--- config.mk ---
export PLATFORM = sky130hd
export DESIGN_NAME = cfs_top
export DESIGN_NICKNAME = d
export VERILOG_FILES = /design/src/cfs_pkg.sv /design/src/cfs_top.sv
export SDC_FILE = /design/constraint.sdc
export NUM_CORES = 1
export LEC_CHECK = 0
export BUFFER_PORTS_ARGS = -buffer_cell sky130_fd_sc_hd__buf_4
export CAP_MARGIN = 20
export CELL_PAD_IN_SITES_DETAIL_PLACEMENT = 1
export CELL_PAD_IN_SITES_GLOBAL_PLACEMENT = 1
export CORE_ASPECT_RATIO = 1.2
export CORE_MARGIN = 3
export CORE_UTILIZATION = 54
export DETAILED_ROUTE_END_ITERATION = 10
export PLACE_DENSITY = 0.86
export SLEW_MARGIN = 20
export SYNTH_ARGS = -nofsm -noshare
export SYNTH_HDL_FRONTEND = slang
export SYNTH_SLANG_ARGS = --single-unit
--- constraint.sdc ---
create_clock -name clk -period 11.8 [get_ports clk]
set_input_delay 1.77 -clock clk [delete_from_list [all_inputs] [get_ports clk]]
set_output_delay 1.77 -clock clk [all_outputs]
set_load 0.05 [all_outputs]
--- src/cfs_pkg.sv ---
// constants, field layouts and state types of the converter fault supervisor
package cfs_pkg;

  localparam int MV_W  = 12;
  localparam int TMP_W = 8;
  localparam int PRD_W = 20;
  localparam int NFLT  = 5;

  // register offsets
  localparam logic [7:0] OFS_POLICY = 8'h00;
  localparam logic [7:0] OFS_THRESH = 8'h01;
  localparam logic [7:0] OFS_CURLIM = 8'h02;
  localparam logic [7:0] OFS_PGDLY  = 8'h03;
  localparam logic [7:0] OFS_SDMODE = 8'h04;
  localparam logic [7:0] OFS_HEALTH = 8'h05;

  // reset values
  localparam logic [7:0] POLICY_RST = 8'h43;
  localparam logic [5:0] THRESH_RST = 6'h08;
  localparam logic [7:0] CURLIM_RST = 8'h80;
  localparam logic [7:0] PGDLY_RST  = 8'h00;
  localparam logic [2:0] SDMODE_RST = 3'h0;
  localparam logic [6:0] HEALTH_RST = 7'h7F;

  // field positions
  localparam int THR_UPPER_BIT  = 5;
  localparam int THR_LOWER_BIT  = 4;
  localparam int THR_HIGH_LSB   = 2;
  localparam int THR_LOW_LSB    = 0;
  localparam int POL_TRACK_EN   = 7;
  localparam int POL_LATCH_BASE = 1;
  localparam int CURLIM_TCOMP   = 7;
  localparam int SD_UV_CRIT     = 0;
  localparam int SD_OT_CRIT     = 1;
  localparam int SD_PG_IMMED    = 2;

  // health flag bits, one means healthy
  localparam int HF_OV = 0;
  localparam int HF_UV = 1;
  localparam int HF_OC = 2;
  localparam int HF_OT = 3;
  localparam int HF_TR = 4;
  localparam int HF_PT = 5;
  localparam int HF_PG = 6;

  // percentages of setpoint
  localparam logic [7:0] PCT_BASE   = 8'd100;
  localparam logic [7:0] PG_HI_NAR  = 8'd105;
  localparam logic [7:0] PG_HI_WIDE = 8'd110;
  localparam logic [7:0] PG_LO_NAR  = 8'd95;
  localparam logic [7:0] PG_LO_WIDE = 8'd90;
  localparam logic [7:0] OV_PCT_0   = 8'd110;
  localparam logic [7:0] OV_PCT_1   = 8'd120;
  localparam logic [7:0] OV_PCT_2   = 8'd130;
  localparam logic [7:0] UV_PCT_0   = 8'd75;
  localparam logic [7:0] UV_PCT_1   = 8'd80;
  localparam logic [7:0] UV_PCT_2   = 8'd85;
  localparam logic [7:0] UV_PCT_3   = 8'd90;

  // temperatures in degC, voltages in mV
  localparam logic [TMP_W-1:0] TEMP_WARN_SET = 8'd120;
  localparam logic [TMP_W-1:0] TEMP_WARN_CLR = 8'd117;
  localparam logic [TMP_W-1:0] TEMP_TRIP     = 8'd120;
  localparam logic [TMP_W-1:0] TEMP_RESTART  = 8'd110;
  localparam logic [MV_W-1:0]  TRACK_TOL_MV  = 12'd250;

  // timing
  localparam int unsigned CLK_HZ          = 20000000;
  localparam int unsigned CYC_PER_MS_DFLT = CLK_HZ / 1000;
  localparam logic [7:0]  RETRY_MS        = 8'd130;
  localparam logic [7:0]  PG_DELAY_MAX_MS = 8'd150;

  typedef struct packed {
    logic [MV_W-1:0]  vout;     // measured output
    logic [MV_W-1:0]  setp;     // present setpoint incl. margining
    logic [MV_W-1:0]  target;   // programmed ramp value
    logic [MV_W-1:0]  prebias;  // pre-bias level
    logic [TMP_W-1:0] temp;     // controller temperature
    logic             oc_hit;   // current comparator
    logic             run;      // run control bit
    logic             ramp_up;
    logic             steady;
    logic             ramp_dn;
    logic             margin;   // margining transition
    logic             pg_in;    // level on window pin
  } cfs_meas_t;

  typedef struct packed {
    logic fast_off;    // both switches off
    logic ov_clamp;    // high side off, low side on
    logic seq_off;     // sequenced turn-off
    logic crit_off;    // critical turn-off
    logic restart_ok;  // no fault holds the converter off
  } cfs_shut_t;

  typedef struct packed {
    cfs_meas_t  m;
    logic [7:0] policy;
    logic [5:0] thr;
    logic [7:0] curlim;
    logic [7:0] pgdly;
    logic [2:0] sdmode;
    logic [6:0] flags;
    logic [15:0] ms_cnt;
    logic [7:0] retry_ms;
    logic       retry_seen;
    logic [7:0] pg_ms;
    logic       pg_armed;
    logic       pg_low;
    logic       run_q;
    logic [7:0] rd_data;
    cfs_shut_t  shut;
  } cfs_state_t;

  function automatic logic [7:0] cfs_ov_pct(input logic [1:0] sel);
    unique case (sel)
      2'b00:   return OV_PCT_0;
      2'b01:   return OV_PCT_1;
      default: return OV_PCT_2;
    endcase
  endfunction : cfs_ov_pct

  function automatic logic [7:0] cfs_uv_pct(input logic [1:0] sel);
    unique case (sel)
      2'b00: return UV_PCT_0;
      2'b01: return UV_PCT_1;
      2'b10: return UV_PCT_2;
      2'b11: return UV_PCT_3;
    endcase
  endfunction : cfs_uv_pct

  function automatic logic [PRD_W-1:0] cfs_scale(input logic [MV_W-1:0] v,
                                                 input logic [7:0] pct);
    return PRD_W'(v) * PRD_W'(pct);
  endfunction : cfs_scale

endpackage : cfs_pkg

--- src/cfs_top.sv ---
// converter fault supervisor: limits, fault flags, window pin and register port
module cfs_top
  import cfs_pkg::*;
#(
  parameter int unsigned CYC_PER_MS = CYC_PER_MS_DFLT
) (
  input  wire logic       clk,          // controller clock, 20 MHz
  input  wire logic       sys_rst,      // async reset, active high
  input  wire cfs_meas_t  meas_in,      // sensing and sequencer status
  input  wire logic       reg_wr,       // register write strobe
  input  wire logic [7:0] reg_addr,     // register address
  input  wire logic [7:0] reg_wdata,    // register write data
  output logic      [7:0] reg_rd_data,  // read data for reg_addr, one cycle late
  output cfs_shut_t       shut,         // switch shutdown requests
  output logic            pg_out,       // window pin drive level, always low
  output logic            pg_oe,        // window pin pull-down enable
  output logic            oc_tcomp_en,  // current threshold temp compensation
  output logic      [6:0] health_flags  // status flags, zero marks a problem
);

  cfs_state_t s;
  cfs_state_t next_s;

  logic [NFLT-1:0]  cond;
  logic [NFLT-1:0]  rel;
  logic [NFLT-1:0]  hclr;
  logic [PRD_W-1:0] v100;
  logic [MV_W-1:0]  trk_diff;
  logic [7:0]       pg_hi;
  logic [7:0]       pg_lo;
  logic [7:0]       dly_ms;
  logic             above_pb;
  logic             tick;
  logic             retry_due;
  logic             any_fault;
  logic             run_fall;
  logic             pg_off_now;
  logic             in_window;

  always_comb begin
    next_s = s;

    next_s.m     = meas_in;
    next_s.run_q = s.m.run;
    run_fall     = s.run_q && !s.m.run;

    pg_hi = s.thr[THR_UPPER_BIT] ? PG_HI_NAR : PG_HI_WIDE;
    pg_lo = s.thr[THR_LOWER_BIT] ? PG_LO_NAR : PG_LO_WIDE;

    // compare vout*100 against setpoint*pct, so no divider is needed
    v100     = cfs_scale(s.m.vout, PCT_BASE);
    above_pb = s.m.vout > s.m.prebias;
    trk_diff = (s.m.vout >= s.m.target) ? (s.m.vout - s.m.target)
                                        : (s.m.target - s.m.vout);

    cond[HF_OV] = s.m.run && above_pb &&
                  (v100 > cfs_scale(s.m.setp, cfs_ov_pct(s.thr[THR_HIGH_LSB +: 2])));
    cond[HF_UV] = s.m.steady && !s.m.oc_hit &&
                  (v100 < cfs_scale(s.m.setp, cfs_uv_pct(s.thr[THR_LOW_LSB +: 2])));
    cond[HF_OC] = s.m.run && above_pb && s.m.oc_hit;
    cond[HF_OT] = s.m.temp > TEMP_TRIP;
    // ramp tracking, enable bit, not during margining
    cond[HF_TR] = s.policy[POL_TRACK_EN] && s.m.ramp_up && !s.m.margin &&
                  (trk_diff > TRACK_TOL_MV);

    // millisecond tick shared by retry and release delay
    tick = s.ms_cnt == 16'(CYC_PER_MS - 1);
    next_s.ms_cnt = tick ? 16'h0000 : s.ms_cnt + 16'h0001;

    // retry period runs while any fault holds
    any_fault = ~&s.flags[HF_TR:HF_OV];
    retry_due = tick && (s.retry_ms == RETRY_MS - 8'd1);
    if (!any_fault) begin
      next_s.retry_ms   = 8'h00;
      next_s.retry_seen = 1'b0;
    end else if (tick) begin
      next_s.retry_ms = retry_due ? 8'h00 : s.retry_ms + 8'h01;
      if (retry_due) begin
        next_s.retry_seen = 1'b1;
      end
    end

    hclr = (reg_wr && reg_addr == OFS_HEALTH) ? reg_wdata[NFLT-1:0] : '0;

    for (int i = 0; i < NFLT; i++) begin
      if (!s.policy[POL_LATCH_BASE + i]) begin
        rel[i] = retry_due && !cond[i];
        if (i == HF_OT) begin
          rel[i] = s.m.temp < TEMP_RESTART;
        end
      end else begin
        // latching: host clear after a retry period, or a run recycle
        rel[i] = !cond[i] && (run_fall || (hclr[i] && s.retry_seen));
      end
      // a trip in the clearing cycle wins
      if (cond[i]) begin
        next_s.flags[i] = 1'b0;
      end else if (!s.flags[i] && rel[i]) begin
        next_s.flags[i] = 1'b1;
      end
    end

    if (s.m.temp > TEMP_WARN_SET) begin
      next_s.flags[HF_PT] = 1'b0;
    end else if (s.m.temp < TEMP_WARN_CLR) begin
      next_s.flags[HF_PT] = 1'b1;
    end

    pg_off_now = s.sdmode[SD_PG_IMMED] ? !s.m.run : s.m.ramp_dn;
    dly_ms     = (s.pgdly > PG_DELAY_MAX_MS) ? PG_DELAY_MAX_MS : s.pgdly;
    // arm at steady state
    // in ramp-down mode a dropped run alone must not pull the pin, so only the drop event disarms
    if (pg_off_now) begin
      next_s.pg_armed = 1'b0;
      next_s.pg_ms    = 8'h00;
    end else if (s.m.run && s.m.steady) begin
      next_s.pg_armed = 1'b1;
    end
    if (s.pg_armed && !pg_off_now && tick && s.pg_ms < dly_ms) begin
      next_s.pg_ms = s.pg_ms + 8'h01;
    end
    in_window = (v100 <= cfs_scale(s.m.setp, pg_hi)) &&
                (v100 >= cfs_scale(s.m.setp, pg_lo));
    // pull the pin low outside the window
    next_s.pg_low = !(s.pg_armed && s.pg_ms >= dly_ms && in_window && !pg_off_now);
    // a pin held low from outside also reads as a warning
    next_s.flags[HF_PG] = !s.pg_low && s.m.pg_in;

    next_s.shut.fast_off   = !next_s.flags[HF_OC] || !next_s.flags[HF_TR];
    next_s.shut.ov_clamp   = !next_s.flags[HF_OV];
    next_s.shut.crit_off   = (!next_s.flags[HF_UV] && s.sdmode[SD_UV_CRIT]) ||
                             (!next_s.flags[HF_OT] && s.sdmode[SD_OT_CRIT]);
    next_s.shut.seq_off    = (!next_s.flags[HF_UV] && !s.sdmode[SD_UV_CRIT]) ||
                             (!next_s.flags[HF_OT] && !s.sdmode[SD_OT_CRIT]);
    // warning bits take no part in shutdown
    next_s.shut.restart_ok = &next_s.flags[HF_TR:HF_OV];

    if (reg_wr) begin
      unique case (reg_addr)
        OFS_POLICY: next_s.policy = reg_wdata;
        OFS_THRESH: begin
          if (!s.m.run) begin
            next_s.thr = reg_wdata[5:0];
          end
        end
        OFS_CURLIM: next_s.curlim = reg_wdata;
        OFS_PGDLY:  next_s.pgdly  = reg_wdata;
        OFS_SDMODE: next_s.sdmode = reg_wdata[2:0];
        default: ;
      endcase
    end

    unique case (reg_addr)
      OFS_POLICY: next_s.rd_data = s.policy;
      OFS_THRESH: next_s.rd_data = {2'b00, s.thr};
      OFS_CURLIM: next_s.rd_data = s.curlim;
      OFS_PGDLY:  next_s.rd_data = s.pgdly;
      OFS_SDMODE: next_s.rd_data = {5'h00, s.sdmode};
      OFS_HEALTH: next_s.rd_data = {1'b0, s.flags};
      default:    next_s.rd_data = 8'h00;
    endcase
  end

  always_ff @(posedge clk or posedge sys_rst) begin
    if (sys_rst) begin
      s            <= '0;
      s.policy     <= POLICY_RST;
      s.thr        <= THRESH_RST;
      s.curlim     <= CURLIM_RST;
      s.pgdly      <= PGDLY_RST;
      s.sdmode     <= SDMODE_RST;
      s.flags      <= HEALTH_RST;
      s.pg_low     <= 1'b1;
      s.shut       <= '0;
    end else begin
      s <= next_s;
    end
  end

  assign reg_rd_data  = s.rd_data;
  assign shut         = s.shut;
  assign pg_out       = 1'b0;
  assign pg_oe        = s.pg_low;
  assign oc_tcomp_en  = s.curlim[CURLIM_TCOMP];
  assign health_flags = s.flags;

endmodule : cfs_top

# After elaboration in Yosys (flattened, before gate mapping)
# Index checks and enable logic that the tools add are counted.
[classes]
n_mul = 5
reduce_logical = 90
n_eq_ne = 11
bitwise = 1
muxes = 35
order_cmp = 13
add_sub_neg = 5
[ops]
columns = ["cell", "n"]
rows = [
  ["case mux 8 bit (6 select lines)", 1],
  ["logical AND 1 bit", 43],
  ["multiplier 12 x 8 -> 20 bit", 2],
  ["multiplier 12 x 7 -> 19 bit", 2],
  ["two-way mux 8 bit", 4],
  ["case mux 8 bit (4 select lines)", 1],
  ["subtractor 12 bit", 2],
  ["zero test 1 bit", 23],
  ["two-way mux 1 bit", 21],
  ["> comparator 19 x 20 -> 1 bit", 1],
  ["less-than comparator 19 x 20 -> 1 bit", 1],
  ["greater-or-equal comparator 19 bit", 1],
  ["<= comparator 19 bit", 1],
  ["two-way mux 9 bit", 2],
  ["multiplier 12 x 5 -> 17 bit (second input constant)", 1],
  ["adder 16 x 1 -> 16 bit (second input constant)", 1],
  ["adder 8 x 1 -> 8 bit (second input constant)", 2],
  ["== test 16 x 15 -> 1 bit (second input constant)", 1],
  ["== test 8 x 2 -> 1 bit (second input constant)", 2],
  ["== test 8 x 3 -> 1 bit (second input constant)", 2],
  ["less-than comparator 8 x 7 -> 1 bit (second input constant)", 2],
  ["two-way mux 16 bit", 1],
  ["case mux 8 bit (2 select lines)", 1],
  ["greater-or-equal comparator 12 bit", 1],
  ["other kinds (21)", 41],
]
[totals]
regBits = 152
input_bits = 82
output_inout_bits = 23
wordCells = 192

# Longest topological paths before layout
[logic_depth]
word_depth = 14
depth_mapped = 30
ltp_nobuf = 29

# Least setup slack after synthesis
# No wires, ideal clock.
[synth_path]
path_kind = "reg-to-reg"
startpoint = "register s[75] in the netlist's numbering"
endpoint = "register, netlist name shut[0]"
path_stages_with_launch = 28
setup_ns = 0.120
slack_ns = 5.780
arrival_time_ns = 5.899
period_less_slack_ns = 6.020
cell_sequence = "dfrtp_1 > inv_1 > ha_1 > clkbuf_1 > nor2_1 > inv_1 > fa_1 > fa_1 > inv_1 > fa_1 > inv_1 > fa_1 > inv_1 > ha_1 > nor3_1 > o21a_1 > nor3_1 > a41o_1 > nor4_1 > o311ai_0 > a21oi_1 > xor2_1 > ha_1 > or4_1 > nor2_1 > a221o_1 > a31oi_1 > and4_1"
[synth_rtl]
columns = ["item", "line_no", "source"]
rows = [
  ["start: declaration", "cfs_top.sv:21", "cfs_state_t s;"],
  ["start signal: assignment", "cfs_top.sv:176", "s <= next_s;"],
]

==> qor.yml <==
clock_latency_ns: 0.45
syn_to_final_growth_pct: 9.24
multi_input_area_um2: 13800
avgSynthCellArea_um2: 9.29
core.rowCount: 75
via_per_inst: 5.99
finClkSkew_ns: 0.0108
whs_ns: 0.426
die_h_um: 213
p_leak_nw: 11.1
path_max_fanout: 12
peakVddDrop_v: 0.000131
grt_pass1_vias: 17815
die_w_um: 179
post_cts_resized: 0
nets: 2749
hpwlAfterDp_um: 48300
yosys_warnings: 0
ys_types: 87
h-tree-depth: 4
yosys_register_bits: 152
placed_cell_area_um2: 20500
rsz0062_at_grt: "false"
powerDensity_nw_per_um2: 172
critPathLaunchType: "register"
core-area_um2: 35100
cp_slowest_stage_delay_ns: 0.62
syn_inst: 2078
ys.flop_type: "dfrtp_1"
wirelength_um: 60700
cap_violations: 0
dieArea_um2: 38100
antenna_left: 0
syn_area_um2: 19300
async_reset_ff_frac: 1.00
io_pins: 105
drc: 0
crit_top_cell: "inv_1"
cts_buffers: 17
cts_sinks: 152
cts_tree: "yes"
grt_max_degree: 108
postCtsSetupRepairBufs: 0
wl_per_cell_um: 23.0
fin_setup_tns_ns: 0
worst_path_max_delay_cell: "nor4_1"
period_minus_slack_ns: 7.66
gp_congestion: 0.895
relSlewSlack: 0.260
antenna_cells: 0
seqCellArea_um2: 3820
initial_core_util: 0.550
root_buffer: "clkbuf_16"
clkTransAtPathRegs_ns: 0.08
worstPathRequired_ns: 12.18
critPathCaptureType: "register"
fin_crit_sh: 0.649
hold_class: "reg2reg"
antenna_found_initial: 0
finalHoldViolCount: 0
num-fill-cells: 4050
design_area_um2: 21100
max_freq_mhz: 131
crit_arrival_ns: 8.04
worst_pin_slew_ns: 1.08
drtIter0Drc: 894
drive_gt1_frac: 0.107
port_buffers: 103
grt-ovfl-total: 0
slew_violations: 0
cts_hold_buffers: 0
grt_use_total: 0.328
path_class: "reg2reg"
via_count: 15765
clockBufferDepth: 2
synth_edf_count: 0
yosysSeqAreaShare: 0.198
setup_viol: 0
drtPass1Iterations: 5
status: "finished, final reports clean"
fin_total_pwr_mw: 3.64
grt_first_pass_wirelength_um: 96300
layout by cell type, fill, tap and decap left out, types with 16 or more instances in the layout:
master,n
xor2_1,53
fa_1,161
clkbuf_16,17
ha_1,347
mux2_2,35
nand2_1,110
a21o_1,41
nand4_1,24
o21ai_0,53
o21a_1,20
a21oi_1,81
buf_4,123
nor2_1,140
inv_1,367
dfrtp_1,139
and2_1,46
and3_1,16
nand3_1,38
xnor2_1,47
nor2b_1,16
nand2b_1,40
nor3_1,29
cell type report:
class                           instances  area share
Clock inverter                         15     0.00824
Multi-Input combinational cell       1497       0.654
Clock buffer                           17      0.0202
Sequential cell                       152       0.181
Inverter                              368      0.0658
Tap cell                              462      0.0274
Timing Repair Buffer                  123      0.0438
cell families after synthesis:
kind of cell    synth area share
buf+inv                   0.0888
flops                      0.198
fa+ha+maj                  0.392
compound gates             0.118
xor+xnor                  0.0453
simple gates               0.133
other cells             0.000194
mux                       0.0256
Yosys cell counts, drive strengths merged (4+ instances only):
cell / n / share of area
nand2b: 40 / 0.013
a31oi: 8 / 0.0026
o41ai: 4 / 0.0026
fa: 161 / 0.17
xor2: 53 / 0.024
a22o: 6 / 0.0027
buf: 29 / 0.011
a41oi: 4 / 0.0018
ha: 347 / 0.22
nand2: 111 / 0.022
a21boi: 5 / 0.0019
a2111oi: 5 / 0.0026
dfstp: 13 / 0.018
nor2b: 16 / 0.0052
a21o: 41 / 0.016
o2111ai: 7 / 0.0032
clkbuf: 34 / 0.0066
inv: 368 / 0.072
o21ai: 57 / 0.015
o21a: 20 / 0.0078
nor2: 141 / 0.028
o21bai: 8 / 0.0031
nand3: 38 / 0.0098
o211ai: 8 / 0.0031
or3: 12 / 0.0039
o31ai: 8 / 0.0031
a21oi: 83 / 0.022
nand4: 24 / 0.0078
dfrtp: 139 / 0.18
a221o: 4 / 0.0021
a22oi: 5 / 0.0019
a211oi: 15 / 0.0063
xnor2: 47 / 0.021
and2: 47 / 0.015
mux2i: 10 / 0.0052
nor4: 10 / 0.0043
nor3: 31 / 0.0089
o22ai: 10 / 0.0032
or2: 4 / 0.0013
o41a: 5 / 0.0029
mux2: 35 / 0.020
and3: 17 / 0.0056
worst paths after layout:
kind / startpoint / to / slack [ns] / cells after the start
setup / recovery: s[76] / shut[0] / 4.14 / 28
hold / removal: s[103] / health_flags[5] / 0.43 / 1
setup reg to reg: s[76] / shut[0] / 4.14 / 28
hold reg to reg: s[103] / health_flags[5] / 0.43 / 1
max in group asynchronous: sys_rst / s[29] / 9.17 / 3
min in group asynchronous: sys_rst / s[124] / 1.45 / 2
power by group:
| group | internal [mW] | switching (mW) | leakage, nW |
|---|---|---|---|
| sequential | 0.551 | 0.0362 | 1.89 |
| clock | 0.287 | 0.291 | 0.291 |
| combinational | 1.01 | 1.46 | 8.88 |
| total | 1.85 | 1.79 | 11.1 |
critical path: cells and delay by family (launching register included):
kind	cells	cell delay [ns]
fa+ha+maj	7	3.04
compound gates	9	1.93
simple gates	6	1.61
flops	1	0.46
buf+inv	5	0.40
xor+xnor	1	0.10
stage by stage:
step	setup slack, ns	cells	utilization
after global routing	3.84	2634	0.601
final	4.14	2634	0.601
after detailed placement	4.25	2602	0.584
after CTS	4.21	2634	0.601
after floorplan	5.78	2080	-
after global placement	4.37	2602	0.584
registers in the layout (all words and copies together), names as in the netlist:
name / cells
shut: 5
reg_rd_data: 8
oc_tcomp_en: 1
s: 129
next_s: 1
health_flags: 7
pg_oe: 1
layer usage:
layer,wire length [µm],share of wire,vias to the layer above,global-route usage
met1,23700,0.39,8020,0.383
met5,0,0,-,0
met2,31000,0.51,467,0.588
met4,3350,0.055,0,0.158
li1,-,-,7092,-
met3,2630,0.043,186,0.0443
Note: power is estimated with default switching activity, not from simulation.
